**src/cmd_decoder_pkg.sv**
```systemverilog
// constants shared by the command decoder validation block
package cmd_decoder_pkg;

   // ----------------------------------------------------------------
   // field widths
   // ----------------------------------------------------------------
   localparam int ADDR_W      = 8;
   localparam int CMD_W       = 37;
   localparam int RT_W        = 38;
   localparam int DLY_W       = 44;
   localparam int CNT_W       = 8;
   localparam int DLY_PAY_LSB = 7;
   localparam int RT_PAY_LSB  = 1;

   // ----------------------------------------------------------------
   // reset values
   // ----------------------------------------------------------------
   localparam logic [CNT_W-1:0] EXEC_COUNT_RESET = 8'h00;

   // ----------------------------------------------------------------
   // timing
   // ----------------------------------------------------------------
   localparam int CLK_HZ       = 50_000_000;
   localparam int SLOT_MS      = 15;
   localparam int SER_HZ       = 4270;
   localparam int SLOT_CYC     = (CLK_HZ / 1000) * SLOT_MS;
   localparam int SER_HALF_CYC = CLK_HZ / (2 * SER_HZ);

   // ----------------------------------------------------------------
   // state encodings
   // ----------------------------------------------------------------
   typedef enum logic [1:0] {RT_IDLE, RT_ADDR, RT_CMD, RT_HALT} rt_state_t;
   typedef enum logic {EX_IDLE, EX_SHIFT} ex_state_t;

endpackage

```
**src/cmd_decoder.sv**
```systemverilog
// command decoder: address and parity checks, time-shared execution
`timescale 1ns/1ps

module cmd_decoder
   import cmd_decoder_pkg::*;
#(
   parameter int SLOT_CYCLES = SLOT_CYC,
   parameter int SER_HALF    = SER_HALF_CYC
)(
   input  wire logic             clk,
   input  wire logic             arst_n,
   input  wire logic [1:0]       rt_clk,
   input  wire logic [1:0]       rt_data,
   input  wire logic [1:0]       rt_present,
   input  wire logic             dly_clk,
   input  wire logic             dly_data,
   input  wire logic             dly_env,
   input  wire logic             dly_in_en,
   input  wire logic             parity_disable,
   input  wire logic [ADDR_W-1:0] dec_addr,
   output logic                  ser_clk,
   output logic                  ser_data,
   output logic                  ser_env,
   output logic [CNT_W-1:0]      exec_count,
   output logic                  addr_flag,
   output logic                  parity_flag
);

   // odd parity over a whole received word
   function automatic logic parity_ok(input logic [DLY_W-1:0] w);
      parity_ok = ^w;
   endfunction

   // ----------------------------------------------------------------
   // input synchronisers
   // ----------------------------------------------------------------
   localparam int SYN_W = 19;
   logic [SYN_W-1:0] syn1;
   logic [SYN_W-1:0] syn2;
   logic [SYN_W-1:0] syn3;
   always_ff @(posedge clk or negedge arst_n) begin
      if (!arst_n) begin
         syn1 <= '0;
         syn2 <= '0;
         syn3 <= '0;
      end else begin
         syn1 <= {dly_clk, dly_data, dly_env, dly_in_en, parity_disable,
                  rt_clk, rt_data, rt_present, dec_addr};
         syn2 <= syn1;
         syn3 <= syn2;
      end
   end
   logic              dclk_s, dclk_p, ddat_s, denv_s, denv_p, den_s, pdis_s;
   logic [1:0]        rclk_s, rclk_p, rdat_s, pres_s;
   logic [ADDR_W-1:0] addr_s;
   assign {dclk_s, ddat_s, denv_s, den_s, pdis_s,
           rclk_s, rdat_s, pres_s, addr_s} = syn2;
   assign dclk_p = syn3[18];
   assign denv_p = syn3[16];
   assign rclk_p = syn3[13:12];

   // ----------------------------------------------------------------
   // state
   // ----------------------------------------------------------------
   rt_state_t          rt_state, next_rt_state;
   ex_state_t          ex_state, next_ex_state;
   logic               sel, next_sel;
   logic [RT_W-1:0]    rt_sh, next_rt_sh;
   logic [5:0]         rt_cnt, next_rt_cnt;
   logic               rt_pend, next_rt_pend;
   logic [CMD_W-1:0]   rt_buf, next_rt_buf;
   logic [DLY_W-1:0]   d_sh, next_d_sh;
   logic [5:0]         d_cnt, next_d_cnt;
   logic               st_pend, next_st_pend;
   logic [CMD_W-1:0]   st_buf, next_st_buf;
   logic [19:0]        slot_cnt, next_slot_cnt;
   logic               slot, next_slot;
   logic [CMD_W-1:0]   ex_sh, next_ex_sh;
   logic [5:0]         ex_bit, next_ex_bit;
   logic [12:0]        half, next_half;
   logic               next_ser_clk, next_ser_data, next_ser_env;
   logic [CNT_W-1:0]   next_exec_count;
   logic               next_addr_flag, next_parity_flag;
   logic               present, rt_edge, d_edge, d_end;
   logic               addr_bad, par_bad, rt_go, st_go, d_drop;
   logic [ADDR_W-1:0]  rx_addr;
   logic [RT_W-1:0]    rx_word;
   logic [DLY_W-1:0]   d_word;

   always_comb begin
      present         = pres_s[sel];
      rt_edge         = rclk_s[sel] & ~rclk_p[sel];
      d_edge          = dclk_s & ~dclk_p & denv_s & den_s;
      d_end           = denv_p & ~denv_s;
      rx_addr         = {rt_sh[ADDR_W-2:0], rdat_s[sel]};
      rx_word         = {rt_sh[RT_W-2:0], rdat_s[sel]};
      d_word          = d_sh;
      addr_bad        = 1'b0;
      par_bad         = 1'b0;
      d_drop          = 1'b0;
      next_rt_state   = rt_state;
      next_sel        = sel;
      next_rt_sh      = rt_sh;
      next_rt_cnt     = rt_cnt;
      next_rt_pend    = rt_pend;
      next_rt_buf     = rt_buf;
      next_d_sh       = d_sh;
      next_d_cnt      = d_cnt;
      next_st_pend    = st_pend;
      next_st_buf     = st_buf;
      next_addr_flag  = addr_flag;
      next_parity_flag = parity_flag;
      next_ex_state   = ex_state;
      next_ex_sh      = ex_sh;
      next_ex_bit     = ex_bit;
      next_half       = half;
      next_ser_clk    = ser_clk;
      next_ser_data   = ser_data;
      next_ser_env    = ser_env;
      next_exec_count = exec_count;

      // slot timer: even slot serves ground commands, odd slot stored
      next_slot_cnt = slot_cnt + 20'h00001;
      next_slot     = slot;
      if (slot_cnt == 20'(SLOT_CYCLES - 1)) begin
         next_slot_cnt = '0;
         next_slot     = ~slot;
      end
      rt_go = (ex_state == EX_IDLE) && !slot && rt_pend;
      st_go = (ex_state == EX_IDLE) && slot && st_pend;

      // consume before set, so a word landing now is not lost
      if (rt_go) next_rt_pend = 1'b0;
      if (st_go) next_st_pend = 1'b0;

      // ground message path
      case (rt_state)
         RT_IDLE: begin
            next_rt_cnt = '0;
            if (pres_s[0]) begin
               next_sel      = 1'b0;
               next_rt_state = RT_ADDR;
            end else if (pres_s[1]) begin
               next_sel      = 1'b1;
               next_rt_state = RT_ADDR;
            end
         end
         RT_ADDR: if (rt_edge) begin
            next_rt_sh  = rx_word;
            next_rt_cnt = rt_cnt + 6'h01;
            if (rt_cnt == 6'(ADDR_W - 1)) begin
               next_rt_cnt = '0;
               if (rx_addr == addr_s) begin
                  next_rt_state = RT_CMD;
               end else begin
                  addr_bad       = 1'b1;
                  next_addr_flag = 1'b1;
                  next_rt_state  = RT_HALT;
               end
            end
         end
         RT_CMD: if (rt_edge) begin
            next_rt_sh  = rx_word;
            next_rt_cnt = rt_cnt + 6'h01;
            if (rt_cnt == 6'(RT_W - 1)) begin
               next_rt_cnt = '0;
               if (parity_ok(DLY_W'(rx_word))) begin
                  next_rt_pend = 1'b1;
                  next_rt_buf  = rx_word[RT_W-1:RT_PAY_LSB];
               end else begin
                  par_bad          = 1'b1;
                  next_parity_flag = 1'b1;
                  next_rt_state    = RT_HALT;
               end
            end
         end
         RT_HALT: next_rt_state = RT_HALT;
         default: next_rt_state = RT_IDLE;
      endcase
      // message ends when modulation goes; that also resets the flags
      if (rt_state != RT_IDLE && !present) begin
         next_rt_state    = RT_IDLE;
         next_addr_flag   = 1'b0;
         next_parity_flag = 1'b0;
      end

      // delayed command port
      if (d_edge && d_cnt != 6'(DLY_W)) begin
         next_d_sh  = {d_sh[DLY_W-2:0], ddat_s};
         next_d_cnt = d_cnt + 6'h01;
      end
      if (d_end) begin
         next_d_cnt = '0;
         if (d_cnt == 6'(DLY_W)) begin
            if (parity_ok(d_word) || !pdis_s) begin
               next_st_pend = 1'b1;
               next_st_buf  = d_word[DLY_W-1:DLY_PAY_LSB];
            end else begin
               d_drop = 1'b1;
            end
         end
      end

      // serial command output, data moves on the falling clock edge
      case (ex_state)
         EX_IDLE: if (rt_go || st_go) begin
            next_ex_sh    = rt_go ? rt_buf : st_buf;
            next_ser_data = rt_go ? rt_buf[CMD_W-1] : st_buf[CMD_W-1];
            next_ser_env  = 1'b1;
            next_ser_clk  = 1'b0;
            next_ex_bit   = '0;
            next_half     = '0;
            next_ex_state = EX_SHIFT;
            if (rt_go) next_exec_count = exec_count + 8'h01;
         end
         EX_SHIFT: begin
            next_half = half + 13'h0001;
            if (half == 13'(SER_HALF - 1)) begin
               next_half    = '0;
               next_ser_clk = ~ser_clk;
               if (ser_clk) begin
                  if (ex_bit == 6'(CMD_W - 1)) begin
                     next_ser_env  = 1'b0;
                     next_ser_data = 1'b0;
                     next_ser_clk  = 1'b0;
                     next_ex_state = EX_IDLE;
                  end else begin
                     next_ex_bit   = ex_bit + 6'h01;
                     next_ex_sh    = {ex_sh[CMD_W-2:0], 1'b0};
                     next_ser_data = ex_sh[CMD_W-2];
                  end
               end
            end
         end
         default: next_ex_state = EX_IDLE;
      endcase
   end

   always_ff @(posedge clk or negedge arst_n) begin
      if (!arst_n) begin
         rt_state    <= RT_IDLE;
         ex_state    <= EX_IDLE;
         sel         <= 1'b0;
         rt_sh       <= '0;
         rt_cnt      <= '0;
         rt_pend     <= 1'b0;
         rt_buf      <= '0;
         d_sh        <= '0;
         d_cnt       <= '0;
         st_pend     <= 1'b0;
         st_buf      <= '0;
         slot_cnt    <= '0;
         slot        <= 1'b0;
         ex_sh       <= '0;
         ex_bit      <= '0;
         half        <= '0;
         ser_clk     <= 1'b0;
         ser_data    <= 1'b0;
         ser_env     <= 1'b0;
         exec_count  <= EXEC_COUNT_RESET;
         addr_flag   <= 1'b0;
         parity_flag <= 1'b0;
      end else begin
         rt_state    <= next_rt_state;
         ex_state    <= next_ex_state;
         sel         <= next_sel;
         rt_sh       <= next_rt_sh;
         rt_cnt      <= next_rt_cnt;
         rt_pend     <= next_rt_pend;
         rt_buf      <= next_rt_buf;
         d_sh        <= next_d_sh;
         d_cnt       <= next_d_cnt;
         st_pend     <= next_st_pend;
         st_buf      <= next_st_buf;
         slot_cnt    <= next_slot_cnt;
         slot        <= next_slot;
         ex_sh       <= next_ex_sh;
         ex_bit      <= next_ex_bit;
         half        <= next_half;
         ser_clk     <= next_ser_clk;
         ser_data    <= next_ser_data;
         ser_env     <= next_ser_env;
         exec_count  <= next_exec_count;
         addr_flag   <= next_addr_flag;
         parity_flag <= next_parity_flag;
      end
   end
endmodule

```
**config.mk**
```make
export PLATFORM = sky130hd
export DESIGN_NAME = cmd_decoder
export DESIGN_NICKNAME = d
export VERILOG_FILES = /design/src/cmd_decoder_pkg.sv /design/src/cmd_decoder.sv
export SDC_FILE = /design/constraint.sdc
export NUM_CORES = 1
export LEC_CHECK = 0
export BUFFER_PORTS_ARGS = -buffer_cell sky130_fd_sc_hd__buf_4
export CORE_UTILIZATION = 27
export DETAILED_ROUTE_END_ITERATION = 6
export GPL_TIMING_DRIVEN = 0
export HOLD_SLACK_MARGIN = 0.03
export PLACE_DENSITY = 0.47
export SYNTH_ARGS = -nofsm -noshare
export SYNTH_HDL_FRONTEND = slang
export SYNTH_SLANG_ARGS = --single-unit
```
**constraint.sdc**
```tcl
create_clock -name clk -period 2.9 [get_ports clk]
set_input_delay 0.725 -clock clk [delete_from_list [all_inputs] [get_ports clk]]
set_output_delay 0.725 -clock clk [all_outputs]
set_load 0.05 [all_outputs]
```
==> Word-level counts from Yosys, hierarchy flattened <==
Cells that the tools add are included.
{ "totals": {"register_bits": 319, "inputBits": 21, "out_inout_bits": 13, "wordCells": 188} }
{ "classes": {"addsub": 6, "n_lt_le_gt_ge": 1, "n_eq_ne": 26, "mux": 82, "n_bitwise": 11, "n_reduce_logical": 37} }
{ "op_table": {"columns": ["cell", "count"], "rows": [
  ["36-bit two-way mux", 5],
  ["44-bit XOR reduction", 2],
  ["36-bit one-hot mux with 2 select lines", 1],
  ["6-bit two-way mux", 10],
  ["1-bit two-way mux", 47],
  ["13-bit two-way mux", 2],
  ["13-bit one-hot mux with 2 select lines", 1],
  ["20-bit by 1-bit adder with 20-bit output, second input constant", 1],
  ["20-bit == test, second input constant", 1],
  ["20-bit two-way mux", 1],
  ["4-bit AND reduction", 5],
  ["6-bit by 1-bit adder with 6-bit output, second input constant", 3],
  ["6-bit == test, second input constant", 3],
  ["6-bit one-hot mux with 3 select lines", 1],
  ["2-bit two-way mux", 8],
  ["2-bit nonzero test", 8],
  ["3-bit != test, second input constant", 5],
  ["13-bit by 1-bit adder with 13-bit output, second input constant", 1],
  ["13-bit == test, second input constant", 1],
  ["6-bit one-hot mux with 2 select lines", 1],
  ["3-bit AND reduction", 4],
  ["2-bit by 1-bit != test with 1-bit output, second input constant", 5],
  ["8-bit by 1-bit adder with 8-bit output, second input constant", 1],
  ["8-bit == test", 1],
  ["other kinds (19)", 45]
]} }

==> Longest topological paths before layout <==
Gate-level depths: netlist of run 1.
{ "logic_depth": {"depth_word": 8, "depth_mapped": 10, "mapped_depth_nobuf": 9} }

==> Least setup slack after synthesis of run 1 <==
No wires, ideal clock.
{ "synth_timing": {"path_type": "reg-to-reg", "startpoint": "register d_sh[33]", "endpoint": "register st_buf[19]", "setup_ps": 125, "arrival_ps": 2200, "t_required_ps": 2775, "setup_slack_ps": 575, "path_stages_with_launch": 10, "n_path_buf": 2, "period_less_slack_ps": 2325, "cell_sequence": "dfrtp_1 > xor2_1 > xnor2_1 > xnor2_1 > xnor2_1 > xnor3_1 > a21oi_2 > buf_6 > buf_6 > mux2_2"} }
{ "synth_between": {"elab_chain_cells": 3} }
{ "synth_rtl": {"columns": ["element", "line", "rtl"], "rows": [
  ["from (decl)", "cmd_decoder.sv:72", "logic [DLY_W-1:0] d_sh, next_d_sh;"],
  ["from (signal assigned)", "cmd_decoder.sv:271", "d_sh <= next_d_sh;"],
  ["44-bit XOR reduction", "cmd_decoder.sv:31", "parity_ok = ^w;"],
  ["1-bit logical OR", "cmd_decoder.sv:195", "if (parity_ok(d_word) || !pdis_s) begin"],
  ["3-bit AND reduction (no source line)", null, null],
  ["to (signal assigned)", "cmd_decoder.sv:274", "st_buf <= next_st_buf;"],
  ["to (decl)", "cmd_decoder.sv:75", "logic [CMD_W-1:0] st_buf, next_st_buf;"]
]} }
No other way between the ends.
A chain may end at the register's enable or synchronous reset.

==> Worst setup path after layout of run 1 <==
{ "layout_timing": {"startpoint": "register d_sh[21]", "endpoint": "register st_buf[24]"} }
The elaborated chain is that of the path after synthesis.

==> results.py, run 1 <==
metrics = {
    "global_routing": {
        "antenna_found_initial": 0,
        "overflow": 0,
        "grt_pass1_vias": 8234,
        "grt_usage_pct": 10.8,
        "grt_pass1_wl_mm": 44.1,
        "grt_max_degree": 117,
    },
    "synthesis": {
        "yosys_warnings": 0,
        "synth.top_cell.area_share_pct": 57.1,
        "synth-async-reset-ratio_pct": 100,
        "ys_seq_area_share_pct": 57.1,
        "syn_area_mm2": 0.0133,
        "yosysMostFrequentCell": "dfrtp_1",
        "synth_common_cells": "304 x dfrtp_1, 130 x mux2_2, 82 x xnor2_1",
        "synth_cell_types": 52,
        "syn_inst": 1073,
        "syn_avg_cell_area_um2": 12.4,
        "synth-seq-cells": 304,
        "synth.area.top_cells": "dfrtp_1 57%, mux2_2 11%, xnor2_1 5.4%",
        "synth_largest_area_cell": "dfrtp_1",
        "synth_nets": 1109,
        "synth_edf_count": 0,
        "synth_flop_cell": "dfrtp_1",
    },
    "place": {
        "portBuffers": 33,
        "gp_congestion": 0.706,
        "dp_cells": 1773,
        "postPlaceCellArea_mm2": 0.0145,
        "hpwlAfterDp_mm": 17.5,
    },
    "timing": {
        "fmax_mhz": 365,
        "fin_crit_sh_pct": 94.4,
        "setup_viol": 0,
        "tns_ns": 0,
        "worstMarginPinSlew_ns": 0.915,
        "finClkSkew_ns": 0.0173,
        "hold_viol_final": 0,
        "rsz0062_at_grt": "false",
        "fin_crit_ns": 2.74,
        "slew_headroom_pct": 39.0,
        "final_max_slew_viol_count": 0,
    },
    "setup_path": {
        "reg2regPathDepth": 9,
        "crit_path_start_kind": "flop",
        "required_ns": 3.29,
        "crit_fanout": 10,
        "endpoint_kind": "flop",
        "criticalPathCategory": "reg2reg",
        "cp_data_arrival_time_ns": 3.13,
    },
    "cells_and_area": {
        "instances_no_fill": 1835,
        "nNetsFinal": 1182,
        "syn_to_final_growth_pct": 17.9,
        "final_area_mm2": 0.0157,
        "antenna_cells": 0,
        "drive_above_1_share_pct": 22.8,
    },
    "floorplanning": {
        "rows": 81,
        "core_area_mm2": 0.0487,
        "design.die.area_mm2": 0.0502,
        "ios": 34,
        "fp.dieW_um": 224,
        "die_h_um": 224,
        "start_util_pct": 27.3,
    },
    "clocking": {
        "hold_buffers": 0,
        "cts.sinks": 304,
        "ctsResizeCount": 2,
        "tritoncts": "yes",
        "root_buffer": "clkbuf_16",
        "cts_buffers": 35,
        "clk_latency_ns": 0.51,
        "h-tree-depth": 2,
        "cts.clk_slew.worst_paths_ns": 0.06,
        "clk_path_buf_depth": 3,
        "cts_setup_buffers": 0,
    },
    "routing": {
        "wire_per_inst_um": 14.2,
        "antenna_left": 0,
        "route.detailed.drc": 0,
        "firstDrtPassIters": 5,
        "wl_met2_mm": 11.9,
        "met3_wirelength_um": 885,
        "viasPerCell": 4.36,
        "top_layer": "met4",
        "wl_mm": 26.1,
        "met1_length_mm": 12.7,
        "vias": 8000,
        "drtIter0Drc": 427,
    },
    "pwr": {
        "comb_power_share_pct": 14.4,
        "switchingPower_uw": 2690,
        "pwr-share-clk_pct": 42.5,
        "ir_worst_vdd_mv": 0.369,
        "p_leak_uw": 0.00719,
        "power_frac_seq_pct": 43.1,
        "cellPowerDensity_mw_per_mm2": 677,
        "p_int_uw": 7940,
        "switching_share_pct": 25.3,
        "p_total_uw": 10600,
    },
    "run_status": {
        "outcome": "complete, no violations",
    },
    "run": {
        "cap_violations": 0,
    },
    "worst_hold_path": {
        "hp-class": "in2async",
    },
}
## worst max-delay path, stage by stage, from the launching register on
cell     delay (ns)
dfrtp_1        0.41
xor2_1         0.18
xnor2_1        0.29
xnor2_1        0.16
xnor2_2        0.29
xnor3_1        0.30
a21oi_2        0.23
buf_6          0.23
buf_6          0.19
mux2_2         0.34
## kinds of logic (layout without fill, tap and decap cells)
kind of cell             Yosys count  in the layout  synth area share, %
adder cells (fa/ha/maj)           15             15                 1.41
AND/OR/NAND/NOR                  239            239                 8.56
XOR/XNOR                         120            120                 8.16
multiplexers                     198            198                 16.9
flip-flops                       304            304                 57.1
AO/OA/AOI/OAI                    142            142                 5.88
buffers and inverters             55            153                 1.94
## per-stage QoR
stage / hold WS, ns / utilization, % / worst slack, ns
floorplan: 0.331 / - / 0.575
global placement: 0.333 / 29.5 / -1.81
detailed placement: 0.335 / 29.7 / -0.0274
CTS: 0.282 / 32.2 / 0.0114
global route: 0.292 / 32.2 / 0.0270
finish: 0.260 / 32.2 / 0.161
## cells in the final DEF (no fill, tap or decap), drive strengths merged, types with 3 or more instances in the layout
cell	Yosys	layout
o31ai	8	8
xnor2	83	83
mux2i	40	40
clkbuf	30	75
nor3b	4	4
bufinv	0	4
and3	11	11
or2	3	3
and4	3	3
nand2	69	69
buf	15	51
nand4b	3	3
nand3b	3	3
nor3	4	4
xor2	35	35
nand3	17	17
clkinv	0	11
inv	10	10
a31oi	3	3
nor2b	10	10
a21o	3	3
and2	3	3
o21ai	71	71
nor2	80	80
dfrtp	304	304
nand2b	6	6
nand4	15	15
ha	15	15
a21oi	46	46
mux2	158	158
## power groups by stage
stage                     sequential, µW  combinational (µW)  clock, µW
after global routing                4600                1680       4860
after CTS                           4580                1540       4710
after global placement              4650                1500          0
after detailed placement            4660                1520          0
final                               4580                1530       4520
after floorplan                     4600                1170          0
## path summary, 6_finish.rpt
kind                       startpoint         end  slack, ns
min in group clk           rt_data[1]    syn1[11]       0.32
max                          d_sh[21]  st_buf[24]       0.16
min                            arst_n    syn1[12]       0.26
min reg2reg                   syn1[7]     syn2[7]       0.35
max in group asynchronous      arst_n  st_buf[34]       1.65
max reg2reg                  d_sh[21]  st_buf[24]       0.16
## routing by layer
layer	GRT usage (%)	vias to the layer above
met3	2.02	35
met1	15.2	4003
met4	3.14	0
li1	-	3867
met2	16.8	95
met5	0	-
## registers in the layout (all words and copies together) (netlist names), 2 cells and up
register,flops
syn1,19
syn3,4
rt_cnt,6
d_sh,44
syn2,19
st_buf,37
rt_state,2
rt_sh,37
ex_sh,36
exec_count,8
rt_buf,37
ex_bit,6
slot_cnt,20
d_cnt,6
half,13
## area by class of cell
class | count | area (µm²)
plain buffers | 45 | 220
clock buffers | 45 | 996
clock inverters | 17 | 190
fillers | 4923 | 33000
inverters | 10 | 37.5
multi-input cells | 714 | 5480
flip-flops and latches | 304 | 7610
well taps | 664 | 831
repair buffers | 36 | 338
Power figures use the tool's default switching activity.
==> run 2: changes to the inputs <==
Clock period 2.9 ns to 3.17 ns, I/O delays scaled along.
==> results.py, run 2 (same netlist as run 1, synthesis figures left out) <==
metrics = {
    "pwr": {
        "p_leak_uw": 0.00718,
        "ir_worst_vdd_mv": 0.338,
        "pwr-share-clk_pct": 42.6,
        "cellPowerDensity_mw_per_mm2": 619,
        "power_frac_seq_pct": 43.1,
        "switchingPower_uw": 2450,
        "p_int_uw": 7250,
        "p_total_uw": 9700,
        "comb_power_share_pct": 14.2,
        "switching_share_pct": 25.3,
    },
    "setup_path": {
        "r2r_setup_slack_ns": 0.30,
        "crit_path_start_kind": "flop",
        "endpoint_kind": "flop",
        "required_ns": 3.56,
        "r2r_end": "st_buf[24]",
        "reg2reg_from": "d_sh[21]",
        "criticalPathCategory": "reg2reg",
        "cp_data_arrival_time_ns": 3.26,
        "crit_fanout": 10,
        "reg2regPathDepth": 9,
    },
    "global_routing": {
        "antenna_found_initial": 0,
        "overflow": 0,
        "grt_max_degree": 117,
        "grt_usage_pct": 10.8,
        "grt_pass1_vias": 8240,
        "grt_pass1_wl_mm": 44.1,
    },
    "clocking": {
        "clk_path_buf_depth": 3,
        "clk_latency_ns": 0.51,
        "cts_buffers": 35,
        "cts.sinks": 304,
        "tritoncts": "yes",
        "h-tree-depth": 2,
        "hold_buffers": 0,
        "cts_setup_buffers": 0,
        "cts.clk_slew.worst_paths_ns": 0.06,
        "ctsResizeCount": 0,
        "root_buffer": "clkbuf_16",
    },
    "timing": {
        "worstMarginPinSlew_ns": 0.914,
        "slew_headroom_pct": 39.0,
        "setup_viol": 0,
        "finClkSkew_ns": 0.0166,
        "final_max_slew_viol_count": 0,
        "fmax_mhz": 349,
        "hold_ws_ns": 0.328,
        "fin_crit_sh_pct": 90.4,
        "rsz0062_at_grt": "false",
        "fin_crit_ns": 2.87,
        "hold_viol_final": 0,
    },
    "routing": {
        "viasPerCell": 4.35,
        "vias": 7988,
        "wire_per_inst_um": 14.2,
        "antenna_left": 0,
        "firstDrtPassIters": 6,
        "wl_mm": 26.0,
        "drtIter0Drc": 404,
        "route.detailed.drc": 0,
    },
    "cells_and_area": {
        "final_area_mm2": 0.0157,
        "mostFrequentLayoutCells": "304 x dfrtp_1, 130 x mux2_2, 82 x xnor2_1",
        "largest_register_ffs": 44,
        "syn_to_final_growth_pct": 17.7,
        "nNetsFinal": 1182,
        "drive_above_1_share_pct": 22.5,
        "instances_no_fill": 1835,
        "regMostFlops": "d_sh",
        "antenna_cells": 0,
        "final_common_cell": "dfrtp_1",
    },
    "place": {
        "hpwlAfterDp_mm": 17.5,
        "dp_cells": 1773,
        "portBuffers": 33,
        "postPlaceCellArea_mm2": 0.0145,
        "gp_congestion": 0.706,
    },
    "run": {
        "cap_violations": 0,
    },
    "floorplanning": {
        "core_area_mm2": 0.0487,
        "die_h_um": 224,
        "ios": 34,
        "fp.dieW_um": 224,
        "rows": 81,
        "design.die.area_mm2": 0.0502,
        "start_util_pct": 27.3,
    },
    "worst_hold_path": {
        "hp-class": "in2async",
    },
    "run_status": {
        "outcome": "complete, no violations",
    },
}
## run 2: how the worst max path moves through the flow
stage | start | end | slack [ns] | cells after the start
after global placement | arst_n | slot_cnt[12] | -1.60 | 1
final | d_sh[21] | st_buf[24] | 0.30 | 9
after floorplan | d_sh[33] | st_buf[19] | 0.85 | 9
after CTS | half[1] | ex_sh[4] | 0.23 | 10
after global routing | sel | rt_buf[26] | 0.16 | 8
after detailed placement | half[1] | ex_sh[4] | 0.24 | 10
## run 2: critical path: stages (launching register included)
cell and delay (ns):
dfrtp_1 0.41, xor2_1 0.18, xnor2_1 0.33, xnor2_1 0.14, xnor2_1 0.38, xnor3_1 0.32, a21oi_2 0.23, buf_6 0.23
buf_6 0.19, mux2_2 0.34
## run 2: area by class of cell
cell class                 instances  area, µm²
timing repair buffer              36        338
sequential                       304       7610
clock buffer                      45        996
buffer                            45        220
fill                            4929      33100
tap                              664        831
clock inverter                    17        190
multi-input combinational        714       5450
inverter                          10       37.5
## run 2: power groups by stage
stage,clock network (µW),registers (µW),logic [µW]
2_1_floorplan,0,4200,1070
4_1_cts,4310,4190,1400
6_report,4140,4190,1380
3_3_place_gp,0,4250,1370
3_5_place_dp,0,4260,1390
5_1_grt,4440,4210,1510
## run 2: layer usage
layer,vias up,part of all wire (%),global-route usage [%]
met5,-,0,0
met4,0,2.1,3.20
met3,38,3.7,2.03
met2,101,46,16.7
met1,3985,49,15.2
li1,3864,-,-
## run 2: stage by stage
| stage | setup TNS [ns] | setup WS [ns] | util (%) |
|---|---|---|---|
| after floorplan | 0 | 0.845 | - |
| after global placement | -476.94 | -1.60 | 29.5 |
| after detailed placement | 0 | 0.243 | 29.7 |
| after CTS | 0 | 0.228 | 32.1 |
| after global routing | 0 | 0.162 | 32.2 |
| final | 0 | 0.303 | 32.2 |
